File: config.mk
export PLATFORM = sky130hd
export DESIGN_NAME = charge_box_power_supervisor
export DESIGN_NICKNAME = d
export VERILOG_FILES = /design/src/core/supervisor_pkg.sv /design/src/core/charge_box_power_supervisor.sv /design/src/core/led_indicator.sv
export SDC_FILE = /design/constraint.sdc
export NUM_CORES = 1
export LEC_CHECK = 0
export BUFFER_PORTS_ARGS = -buffer_cell sky130_fd_sc_hd__buf_2
export CORE_UTILIZATION = 59
export DETAILED_ROUTE_END_ITERATION = 8
export GPL_TIMING_DRIVEN = 0
export MAX_ROUTING_LAYER = met4
export PLACE_DENSITY = 0.86
export SETUP_SLACK_MARGIN = 0.5
export SYNTH_ARGS = -nofsm -noshare
export SYNTH_HDL_FRONTEND = slang
export SYNTH_SLANG_ARGS = --single-unit
File: constraint.sdc
create_clock -name ref_clk_in -period 3.8 [get_ports ref_clk_in]
set_input_delay 0.57 -clock ref_clk_in [delete_from_list [all_inputs] [get_ports ref_clk_in]]
set_output_delay 0.57 -clock ref_clk_in [all_outputs]
set_load 0.01 [all_outputs]
File: src/core/supervisor_pkg.sv
// Shared constants and carrier types for the charge box supervisor
package supervisor_pkg;
	// Clock and blink timing
	localparam int CLK_HZ = 50000000;
	localparam int FAST_BLINK_HZ = 1;
	localparam int SLOW_BLINK_DHZ = 5;
	localparam int HALF_FAST = CLK_HZ / (2 * FAST_BLINK_HZ);
	localparam int HALF_SLOW = (CLK_HZ * 10) / (2 * SLOW_BLINK_DHZ);
	localparam int STRAP_SETTLE = 1024;
	// Current codes in mA
	localparam logic [9:0] CUR_MAX_MA = 10'h1f4;
	localparam int PRE_DIVISOR = 10;
	localparam logic [9:0] DERATE_STEP_MA = 10'h064;
	// Capacity thresholds in percent
	localparam logic [6:0] PCT_75 = 7'h4b;
	localparam logic [6:0] PCT_50 = 7'h32;
	localparam logic [6:0] PCT_25 = 7'h19;
	localparam logic [6:0] PCT_66 = 7'h42;
	localparam logic [6:0] PCT_33 = 7'h21;
	localparam logic [6:0] PCT_LOW = 7'h03;

	typedef enum logic [2:0] {CH_IDLE, CH_PRE, CH_CC, CH_CV, CH_DONE} charge_state_t;

	// Analog comparator results
	typedef struct packed {
		logic bat_above_pre;
		logic bat_near_target;
		logic bat_below_rech;
		logic charge_end_current;
		logic ntc_above_1v30;
		logic ntc_below_0v50;
		logic ntc_above_1v47;
		logic ntc_below_0v44;
		logic die_hot;
		logic vin_sag;
		logic out_overcurrent;
		logic out_short;
		logic out_overvoltage;
		logic die_overtemp;
	} sense_t;

	// Charger and power stage commands
	typedef struct packed {
		logic charge_en;
		logic cv_mode;
		logic [9:0] current_ma;
		logic [1:0] target_sel;
		logic wireless_rx_disable;
		logic boost_en;
		logic ntc_bias_en;
	} power_cmd_t;
endpackage

File: src/core/charge_box_power_supervisor.sv
// Charge box supervisor: charger sequencing, input priority, NTC and protection
//
// Behaviour
// Below precharge threshold charge at one tenth of constant current.
// Above precharge threshold switch to constant-current charging.
// Near selected target voltage enter constant-voltage; four target options.
// After completion restart charging when battery drops below recharge threshold.
// Cap current at maximum; derate on die heat or input sag.
// Constant current chosen from strap resistor code.
// Wired input wins over wireless; wireless receiver is disabled.
// Detect fitted LED count and select display mode.
// Four-LED discharge bars at 75, 50, 25 percent.
// Discharge below low threshold blinks first LED at 1 Hz; two-LED mode blinks the second LED instead.
// Source thermistor bias and judge temperature by comparators.
// Charging stops when thermistor voltage above cold limit.
// Charging stops when thermistor voltage below hot limit.
// Discharging stops when thermistor voltage above discharge cold limit.
// Discharging stops when thermistor voltage below discharge hot limit.
// Boost shuts down on overcurrent, short, overvoltage, over-temperature.
// Charging three/four LED: lower steady, band blinks 0.5 Hz, full steady.
// Three-LED discharge bars at two thirds and one third.
// One/two LED: charge blink or steady full, discharge steady or blink.
`timescale 1ns/1ns
module charge_box_power_supervisor
	import supervisor_pkg::*;
#(
	parameter int HALF_FAST_CYC = HALF_FAST,
	parameter int HALF_SLOW_CYC = HALF_SLOW,
	parameter int SETTLE_CYC = STRAP_SETTLE
)(
	input wire logic ref_clk_in,
	input wire logic reset_in,
	input wire sense_t sense_in,
	input wire logic wired_present_in,
	input wire logic wireless_present_in,
	input wire logic battery_present_in,
	input wire logic discharge_request_in,
	input wire logic [1:0] target_select_in,
	input wire logic [1:0] charge_current_select_pin_in,
	input wire logic [3:0] led_fitted_in,
	input wire logic [6:0] capacity_in,
	output power_cmd_t power_cmd_out,
	output logic thermistor_sense_pin_bias_out,
	output logic charging_out,
	output logic charge_full_out,
	output logic boost_fault_out,
	output logic [2:0] led_mode_out,
	output logic [3:0] level_indicator_out
);
	typedef struct packed {
		charge_state_t st;
		logic [10:0] settle_cnt;
		logic straps_valid;
		logic [9:0] cc_ma;
		logic [2:0] led_count;
		logic boost_latch;
		power_cmd_t cmd;
	} sup_state_t;

	sup_state_t s_r;
	sup_state_t s_nxt;
	logic source_ok;
	logic charge_temp_ok;
	logic discharge_temp_ok;
	logic fault_now;
	logic [9:0] derated_ma;
	logic [9:0] pre_ma;

	////////////////////////////////////////////////////////////////
	// Strap decoding
	function automatic logic [9:0] strap_to_ma(input logic [1:0] code);
		logic [9:0] ma;
		ma = CUR_MAX_MA;
		case (code)
			2'h0: ma = 10'h064;
			2'h1: ma = 10'h0c8;
			2'h2: ma = 10'h12c;
			default: ma = CUR_MAX_MA;
		endcase
		return ma;
	endfunction

	function automatic logic [2:0] count_leds(input logic [3:0] fitted);
		logic [2:0] n;
		n = 3'h1;
		if (fitted[3])
			n = 3'h4;
		else if (fitted[2])
			n = 3'h3;
		else if (fitted[1])
			n = 3'h2;
		return n;
	endfunction

	////////////////////////////////////////////////////////////////
	always_comb
	begin
		s_nxt = s_r;
		// Either wired or wireless input is a charge source
		source_ok = wired_present_in | wireless_present_in;
		// Charge temperature window
		charge_temp_ok = ~sense_in.ntc_above_1v30 & ~sense_in.ntc_below_0v50;
		// Discharge temperature window
		discharge_temp_ok = ~sense_in.ntc_above_1v47 & ~sense_in.ntc_below_0v44;
		// Boost protection sources
		fault_now = sense_in.out_overcurrent | sense_in.out_short
			| sense_in.out_overvoltage | sense_in.die_overtemp;
		// Thermal and sag derating
		derated_ma = (s_r.cc_ma > CUR_MAX_MA) ? CUR_MAX_MA : s_r.cc_ma;
		if (sense_in.die_hot || sense_in.vin_sag)
			derated_ma = (derated_ma > DERATE_STEP_MA) ? derated_ma - DERATE_STEP_MA
				: derated_ma >> 1;
		// One tenth precharge
		pre_ma = 10'(derated_ma / 10'(PRE_DIVISOR));

		// Straps sampled after reset settle, then frozen
		if (!s_r.straps_valid)
		begin
			if (s_r.settle_cnt >= 11'(SETTLE_CYC - 1))
			begin
				s_nxt.straps_valid = 1'b1;
				// Strap current select
				s_nxt.cc_ma = strap_to_ma(charge_current_select_pin_in);
				// LED count detect
				s_nxt.led_count = count_leds(led_fitted_in);
			end
			else
				s_nxt.settle_cnt = s_r.settle_cnt + 11'h1;
		end

		case (s_r.st)
			CH_IDLE:
			begin
				if (s_r.straps_valid && source_ok && battery_present_in && charge_temp_ok)
					s_nxt.st = sense_in.bat_above_pre ? CH_CC : CH_PRE;
			end
			CH_PRE:
			begin
				// Precharge to CC
				if (sense_in.bat_above_pre)
					s_nxt.st = CH_CC;
			end
			CH_CC:
			begin
				// CC to CV
				if (sense_in.bat_near_target)
					s_nxt.st = CH_CV;
				else if (!sense_in.bat_above_pre)
					s_nxt.st = CH_PRE;
			end
			CH_CV:
			begin
				if (sense_in.charge_end_current)
					s_nxt.st = CH_DONE;
			end
			CH_DONE:
			begin
				// Recharge restart
				// A deeply drained cell restarts in precharge
				if (sense_in.bat_below_rech)
					s_nxt.st = sense_in.bat_above_pre ? CH_CC : CH_PRE;
			end
			default:
				s_nxt.st = CH_IDLE;
		endcase
		// Source or temperature loss aborts charging
		if (!source_ok || !battery_present_in || !charge_temp_ok)
			s_nxt.st = CH_IDLE;

		// Fault latch clears only with no fault and no output request
		if (fault_now)
			s_nxt.boost_latch = 1'b1;
		else if (!discharge_request_in)
			s_nxt.boost_latch = 1'b0;

		s_nxt.cmd.charge_en = (s_nxt.st == CH_PRE) || (s_nxt.st == CH_CC)
			|| (s_nxt.st == CH_CV);
		s_nxt.cmd.cv_mode = (s_nxt.st == CH_CV);
		s_nxt.cmd.current_ma = (s_nxt.st == CH_PRE) ? pre_ma
			: (s_nxt.cmd.charge_en ? derated_ma : 10'h000);
		s_nxt.cmd.target_sel = target_select_in;
		// Wireless receiver off
		s_nxt.cmd.wireless_rx_disable = wired_present_in;
		// Boost gating
		s_nxt.cmd.boost_en = discharge_request_in && discharge_temp_ok
			&& !fault_now && !s_r.boost_latch && !source_ok;
		// Thermistor bias
		s_nxt.cmd.ntc_bias_en = 1'b1;
	end

	always_ff @(posedge ref_clk_in)
	begin
		if (reset_in)
		begin
			s_r <= '0;
			s_r.st <= CH_IDLE;
			s_r.led_count <= 3'h1;
		end
		else
			s_r <= s_nxt;
	end

	////////////////////////////////////////////////////////////////
	assign power_cmd_out = s_r.cmd;
	assign thermistor_sense_pin_bias_out = s_r.cmd.ntc_bias_en;
	assign charging_out = (s_r.st != CH_IDLE);
	assign charge_full_out = (s_r.st == CH_DONE);
	assign boost_fault_out = s_r.boost_latch;
	assign led_mode_out = s_r.led_count;

	led_indicator #(
		.HALF_FAST_CYC(HALF_FAST_CYC),
		.HALF_SLOW_CYC(HALF_SLOW_CYC)
	) u_led (
		.ref_clk_in(ref_clk_in),
		.reset_in(reset_in),
		.led_count_in(s_r.led_count),
		.charging_in(charging_out),
		.full_in(charge_full_out),
		.capacity_in(capacity_in),
		.level_indicator_out(level_indicator_out)
	);
endmodule

File: src/core/led_indicator.sv
// Battery level indicator pattern generator for one to four LEDs
`timescale 1ns/1ns
module led_indicator
	import supervisor_pkg::*;
#(
	parameter int HALF_FAST_CYC = HALF_FAST,
	parameter int HALF_SLOW_CYC = HALF_SLOW
)(
	input wire logic ref_clk_in,
	input wire logic reset_in,
	input wire logic [2:0] led_count_in,
	input wire logic charging_in,
	input wire logic full_in,
	input wire logic [6:0] capacity_in,
	output logic [3:0] level_indicator_out
);
	typedef struct packed {
		logic [25:0] fast_cnt;
		logic [25:0] slow_cnt;
		logic fast_ph;
		logic slow_ph;
		logic [3:0] leds;
	} led_state_t;

	led_state_t s_r;
	led_state_t s_nxt;
	logic [2:0] band;

	////////////////////////////////////////////////////////////////
	always_comb
	begin
		s_nxt = s_r;
		band = 3'h0;
		if (s_r.fast_cnt >= 26'(HALF_FAST_CYC - 1))
		begin
			s_nxt.fast_cnt = 26'h0;
			s_nxt.fast_ph = ~s_r.fast_ph;
		end
		else
			s_nxt.fast_cnt = s_r.fast_cnt + 26'h1;
		if (s_r.slow_cnt >= 26'(HALF_SLOW_CYC - 1))
		begin
			s_nxt.slow_cnt = 26'h0;
			s_nxt.slow_ph = ~s_r.slow_ph;
		end
		else
			s_nxt.slow_cnt = s_r.slow_cnt + 26'h1;
		// Band index: number of fully lit LEDs below the active one
		if (led_count_in == 3'h4)
		begin
			if (capacity_in >= PCT_75)
				band = 3'h3;
			else if (capacity_in >= PCT_50)
				band = 3'h2;
			else if (capacity_in >= PCT_25)
				band = 3'h1;
		end
		else
		begin
			if (capacity_in >= PCT_66)
				band = 3'h2;
			else if (capacity_in >= PCT_33)
				band = 3'h1;
		end
		s_nxt.leds = 4'h0;
		if (led_count_in >= 3'h3)
		begin
			if (charging_in && full_in)
				s_nxt.leds = (led_count_in == 3'h4) ? 4'hf : 4'h7;
			// Charge band blink
			else if (charging_in)
				s_nxt.leds = 4'((4'h1 << band) - 4'h1) | 4'({3'h0, s_r.slow_ph} << band);
			// Low battery blink
			else if (capacity_in < PCT_LOW)
				s_nxt.leds = {3'h0, s_r.fast_ph};
			// Discharge level bars
			else
				s_nxt.leds = 4'((4'h2 << band) - 4'h1);
		end
		else if (led_count_in == 3'h2)
		begin
			// Two LED patterns
			if (charging_in)
				s_nxt.leds = {3'h0, full_in | s_r.slow_ph};
			else if (capacity_in < PCT_LOW)
				s_nxt.leds = {2'h0, s_r.fast_ph, 1'h0};
			else
				s_nxt.leds = 4'h2;
		end
		else if (led_count_in == 3'h1)
		begin
			// Single LED patterns
			if (charging_in)
				s_nxt.leds = {3'h0, full_in | s_r.slow_ph};
			else if (capacity_in < PCT_LOW)
				s_nxt.leds = {3'h0, s_r.fast_ph};
			else
				s_nxt.leds = 4'h1;
		end
	end

	always_ff @(posedge ref_clk_in)
	begin
		if (reset_in)
			s_r <= '0;
		else
			s_r <= s_nxt;
	end

	assign level_indicator_out = s_r.leds;
endmodule

### After elaboration in Yosys (flattened, before gate mapping)

Index checks and enable logic that the tools add are counted.

* register bits: 104
* logic and storage cells: 134

* add/subtract/negate cells: 6
* div/mod/pow operators: 1
* $lt $le $gt $ge: 12
* eq/ne operators: 13
* shift-type cells: 3
* multiplexer cells: 40
* bitwise logic cells: 16
* reductions and logical operators: 25

Operators by type and width (number)
* adder 26 x 1 -> 26 bit (second input constant): 2
* two-way mux 10 bit: 5
* two-way mux 3 bit: 13
* two-way mux 4 bit: 9
* two-way mux 14 bit: 2
* one-hot mux 9 bit (3 select lines): 1
* >= comparator 26 x 25 -> 1 bit (second input constant): 1
* >= comparator 26 bit (second input constant): 1
* == test 3 x 2 -> 1 bit (second input constant): 5
* one-hot mux 3 bit (5 select lines): 1
* >= comparator 7 x 6 -> 1 bit (second input constant): 2
* >= comparator 7 bit (second input constant): 2
* adder 11 x 1 -> 11 bit (second input constant): 1
* >= comparator 11 x 10 -> 1 bit (second input constant): 1
* divider 10 x 4 -> 10 bit (second input constant): 1
* > comparator 10 x 7 -> 1 bit (second input constant): 1
* > comparator 10 x 9 -> 1 bit (second input constant): 1
* subtractor 10 x 7 -> 10 bit (second input constant): 1
* == test 3 x 1 -> 1 bit (second input constant): 3
* logical AND 1 bit: 8
* NOT 1 bit: 8
* subtractor 4 x 1 -> 4 bit (second input constant): 2
* >= comparator 7 x 5 -> 1 bit (second input constant): 1
* less-than comparator 7 x 2 -> 1 bit (second input constant): 1
* 20 further kinds: 43

### Depth between registers and ports, before layout

* word-level depth: 12
* gate-level depth with buffers: 14
* mapped depth without buffers: 12

### Hierarchy

From an unflattened synthesis, not the netlist that was laid out.

* cells, all modules: 663
* area total of the unflattened synthesis: 5480.3 um2

By module, submodules not included
* led_indicator: times used 1, cells an instance 335, area an instance 2819.0 um2
* charge_box_power_supervisor: times used 1, cells an instance 328, area an instance 2661.3 um2

### Worst setup path before layout

No wires, ideal clock.

* kind: flip-flop to flip-flop
* from: reg s_r[26] in the netlist's numbering
* to: reg s_r, in the netlist power_cmd_out[6]
* arrival time: 2.776 ns
* required time: 3.669 ns
* slack: 0.892 ns
* cell stages (with the launch flop): 14
* path through: dfxtp_1 > buf_2 > nand2_1 > o21ai_0 > ha_1 > nand2b_1 > a21o_4 > a221oi_4 > nor2_2 > maj3_1 > a22oi_2 > o211a_4 > mux2i_1 > o211ai_1

* longest elaborated chain between the ends: 7

Ends and longest elaborated chain
* from (decl): RTL line charge_box_power_supervisor.sv:60 `sup_state_t s_r;`
* from (signal assigned): RTL line charge_box_power_supervisor.sv:200 `s_r <= s_nxt;`
* > comparator 10 x 9 -> 1 bit: RTL line charge_box_power_supervisor.sv:109 `derated_ma = (s_r.cc_ma > CUR_MAX_MA) ? CUR_MAX_MA : s_r.cc_ma;`
* two-way mux 10 bit (*): RTL line charge_box_power_supervisor.sv:109
* subtractor 10 x 7 -> 10 bit or > comparator 10 x 7 -> 1 bit (tied branches): RTL line charge_box_power_supervisor.sv:111 `derated_ma = (derated_ma > DERATE_STEP_MA) ? derated_ma - DERATE_STEP_MA`
* two-way mux 10 bit: RTL line charge_box_power_supervisor.sv:111
* two-way mux 10 bit (*): RTL line charge_box_power_supervisor.sv:110 `if (sense_in.die_hot || sense_in.vin_sag)`
* divider 10 x 4 -> 10 bit or two-way mux 10 bit (tied branches): RTL line charge_box_power_supervisor.sv:114, charge_box_power_supervisor.sv:180
* two-way mux 10 bit (*): RTL line charge_box_power_supervisor.sv:179 `s_nxt.cmd.current_ma = (s_nxt.st == CH_PRE) ? pre_ma`

Mark *: on every way between the ends. The rest lies on a longest branch, timed or not.
A chain may end at the register's enable or synchronous reset.

### Final worst setup path

* from: reg s_r[26] in the netlist's numbering
* to: reg s_r, in the netlist power_cmd_out[5]

Same word-level chain as after synthesis.

==> out/qor.txt <==
Via Count: 4749
Seq/Total Area, Yosys: 37.51%
Synth cell types: 78
Clock Skew: 0.01035 ns
Final setup viols: 0
Fmax: 0.3219 GHz
Worst skew pair latency: 0.37 ns
Final worst path period need: 3.107 ns
H-tree lvl count: 3
Max stage delay cell, worst path: a2111oi_1
P_int: 0.001361 W
MaxCap Viol Count: 0
Dpl cell area: 5778 um^2
Die width: 97.12 um
Post-Synth XOR/XNOR Area: 9.845%
Worst Tran Pin Value: 0.6256 ns
Initial DRC Count: 157
Final period util: 81.75%
Avg Cell Area, Syn: 8.212 um^2
Synth Area in Compound Gates: 16.06%
Syn_nets: 695
Met3 routed WL: 603 um
Syn. warnings: 0
# port buffers: 61
Antenna diode count: 0
Clk buf depth: 2
Layout cell share with drive strength beyond 1: 18.77%
Routed vias/inst: 5.667
Grt total ovfl: 0
Post-Syn Instances: 650
CP Class: flop to flop
Die area: 9431 um^2
Adder-cell share of the synthesized area: 2.532%
Async SR Flop Fraction: 0%
Clock sink count: 100
FILL cells: 709
Critical path endpoint category: flop
Setup TNS: 0 ns
Worst Path Max Fanout: 10
Vias in the first global route: 4381
CP Cell Sequence: clkbuf_4 > nand2_1 > o21ai_2 > ha_1 > nand2b_1 > a21o_4 > o21a_1 > a2111oi_1 > a31oi_1 > o221ai_2 > and3_1 > mux2i_1 > a31oi_1
DRC Markers: 0
Cell mode on critical path: a31oi_1
Critical Path RT: 4.09 ns
Clk slew on worst S/H paths: 0.10 ns
Clock power share: 34.6%
Initial core utilization: 61.21%
Max IR drop VDD: 0.2331 mV
Arrival @ worst endpoint: 3.40 ns
Post-synthesis mux area share: 1.313%
Top layer in use: met4
Area Overhead vs Synth: 12.42%
Antenna-violating nets left: 0
FF/Latch Area: 2002 um^2
Crit path launch type: flop
Core Region: 8721 um^2
Slew HR: 57.91%
WL met2: 5282 um
Num rows: 34
Max-slew violations: 0
Power Density: 303.5 nW/um^2
Largest net degree at the start of global routing: 19
Status: finished, final reports clean
Nets: 770
Final hold vios: 0
LEAKAGE: 2.418 nW
Biggest cell delay along the critical path: 0.47 ns
Most used DFF post-synth: dfxtp_1
Ports: 63
Met1 wire length: 4951 um
Gate power share: 6.8%
Final wirelength: 11090 um
Tot GR Track Use: 24.48%
Root buffer cell: clkbuf_8
Final instance area: 6001 um^2
Unrepaired setup endpoints after global routing: false
HPWL after detailed placement: 8355 um
DR pass1 iterations: 5
Area of the multi-input gates: 2987 um^2
Gpl congestion: 0.9005
Mapped cell area: 5338 um^2
First-pass GRT wire length: 18840 um
Psw: 0.0004609 W
Synth Area in Simple Gates: 25.83%
Synthesized flop and latch total: 100
Worst hold path class: primary input to flop
EDFF count, synth: 0
Cts bufs inserted: 9
Switching Share: 25.30%
Reg power frac: 58.6%
Die height: 97.12 um
Antenna violations before repair: 0
Hold-fix buffers, CTS: 0
CTS tree: yes
DR WL/cell: 13.24 um
Main combinational cell family by area after synthesis: simple AND/OR/NAND/NOR gates
==> per-stage QoR <==
stage | hold WS [ns] | setup slack (ns) | utilization, % | power, W | cells
floorplan | 0.4175 | 0.8923 | - | 0.001165 | 650
global placement | 0.4308 | 0.3810 | 66.26 | 0.001208 | 819
detailed placement | 0.4480 | 0.3560 | 66.26 | 0.001212 | 819
CTS | 0.4069 | 0.5238 | 68.35 | 0.001825 | 835
global route | 0.4042 | 0.4926 | 68.81 | 0.001885 | 838
finish | 0.4061 | 0.6934 | 68.81 | 0.001822 | 838
==> sequential cells by signal, summed over array words and instances, names as in the netlist <==
name,flops
s_r,21
led_mode_out,3
boost_fault_out,1
power_cmd_out,16
u_led.level_indicator_out,4
thermistor_sense_pin_bias_out,1
u_led.s_r,54
==> power by group through the flow <==
| stage | registers [W] | clock network, W | logic (W) |
|---|---|---|---|
| after floorplan | 0.00109 | 0 | 0.0000741 |
| after global placement | 0.00109 | 0 | 0.000117 |
| after detailed placement | 0.00109 | 0 | 0.000121 |
| after CTS | 0.00107 | 0.000636 | 0.000121 |
| after global routing | 0.00107 | 0.000678 | 0.000138 |
| final | 0.00107 | 0.000630 | 0.000124 |
==> synth_stat cells (all sizes together), types with 4 or more instances <==
cell	instances	area, um^2
nor2	123	466.7
dfxtp	100	2002
nand2	55	209.0
xor2	36	315.3
buf	35	250.2
xnor2	24	210.2
nand3	23	115.1
o21ai	23	115.1
a21oi	19	98.85
clkbuf	17	63.81
nor3	16	91.34
nand4	13	81.33
a31oi	11	68.82
and3	11	68.82
inv	11	41.29
nor2b	11	68.82
a211oi	10	87.58
ha	10	125.1
nand2b	8	50.05
mux2i	7	70.07
o22ai	7	43.79
a21o	6	52.55
or2	6	40.04
and2	5	33.78
a22oi	4	35.03
and4	4	35.03
nor4	4	25.02
==> layer usage <==
| metal | vias up | global-route usage, % |
|---|---|---|
| li1 | 2395 | - |
| met1 | 2167 | 28.74 |
| met2 | 157 | 42.31 |
| met3 | 30 | 4.388 |
| met4 | 0 | 8.037 |
| met5 | - | - |
==> path summary, 6_finish.rpt <==
path | startpoint | to | slack (ns) | cells after the start
worst max-delay path | s_r[26] | power_cmd_out[5] | 0.69 | 13
worst min-delay path | target_select_in[0] | power_cmd_out[3] | 0.41 | 2
worst max register to register | s_r[26] | power_cmd_out[5] | 0.69 | 13
worst min register to register | u_led.s_r[6] | u_led.s_r[6] | 0.46 | 1
==> critical path: cells and delay by family (launching register included) <==
kind            cells  cell delay [ns]
fa+ha+maj           1             0.19
simple gates        3             0.43
compound gates      7             1.81
mux                 1             0.06
flops               1             0.33
buf+inv             1             0.21
==> cells in the final DEF (no fill, tap or decap), types with 10 or more instances in the layout <==
master    instances
nand3_1          23
o21ai_0          20
nand2_1          54
dfxtp_1         100
nand4_1          13
buf_4            28
nor2b_1          11
ha_1             10
xnor2_1          24
xor2_1           36
buf_2            68
and3_1           11
inv_1            11
nor2_1          120
a31oi_1          11
nor3_1           14
a21oi_1          18
clkbuf_1         17
==> logic make-up (layout without fill, tap and decap cells) <==
group | Yosys count | after routing
fa+ha+maj | 11 | 11
simple gates | 290 | 290
flops | 100 | 100
buf+inv | 64 | 144
xor+xnor | 60 | 60
mux | 7 | 7
compound gates | 117 | 117
other cells | 1 | 1
==> cell type report <==
| class | count | area share (%) |
|---|---|---|
| multi-input cells | 486 | 49.77 |
| flip-flops and latches | 100 | 33.36 |
| clock buffers | 9 | 2.064 |
| inverters | 11 | 0.6881 |
| well taps | 108 | 2.252 |
| clock inverters | 7 | 0.9591 |
| repair buffers | 64 | 5.463 |
| plain buffers | 53 | 5.442 |
==> repair_timing <==
action	4_1_cts	5_1_grt
gates resized for setup	2	5
pin swaps	0	1
hold endpoints to repair	0	0
endpoints found under the setup margin	2	2
buffers inserted	0	3
(Power assumes the default switching activity.)
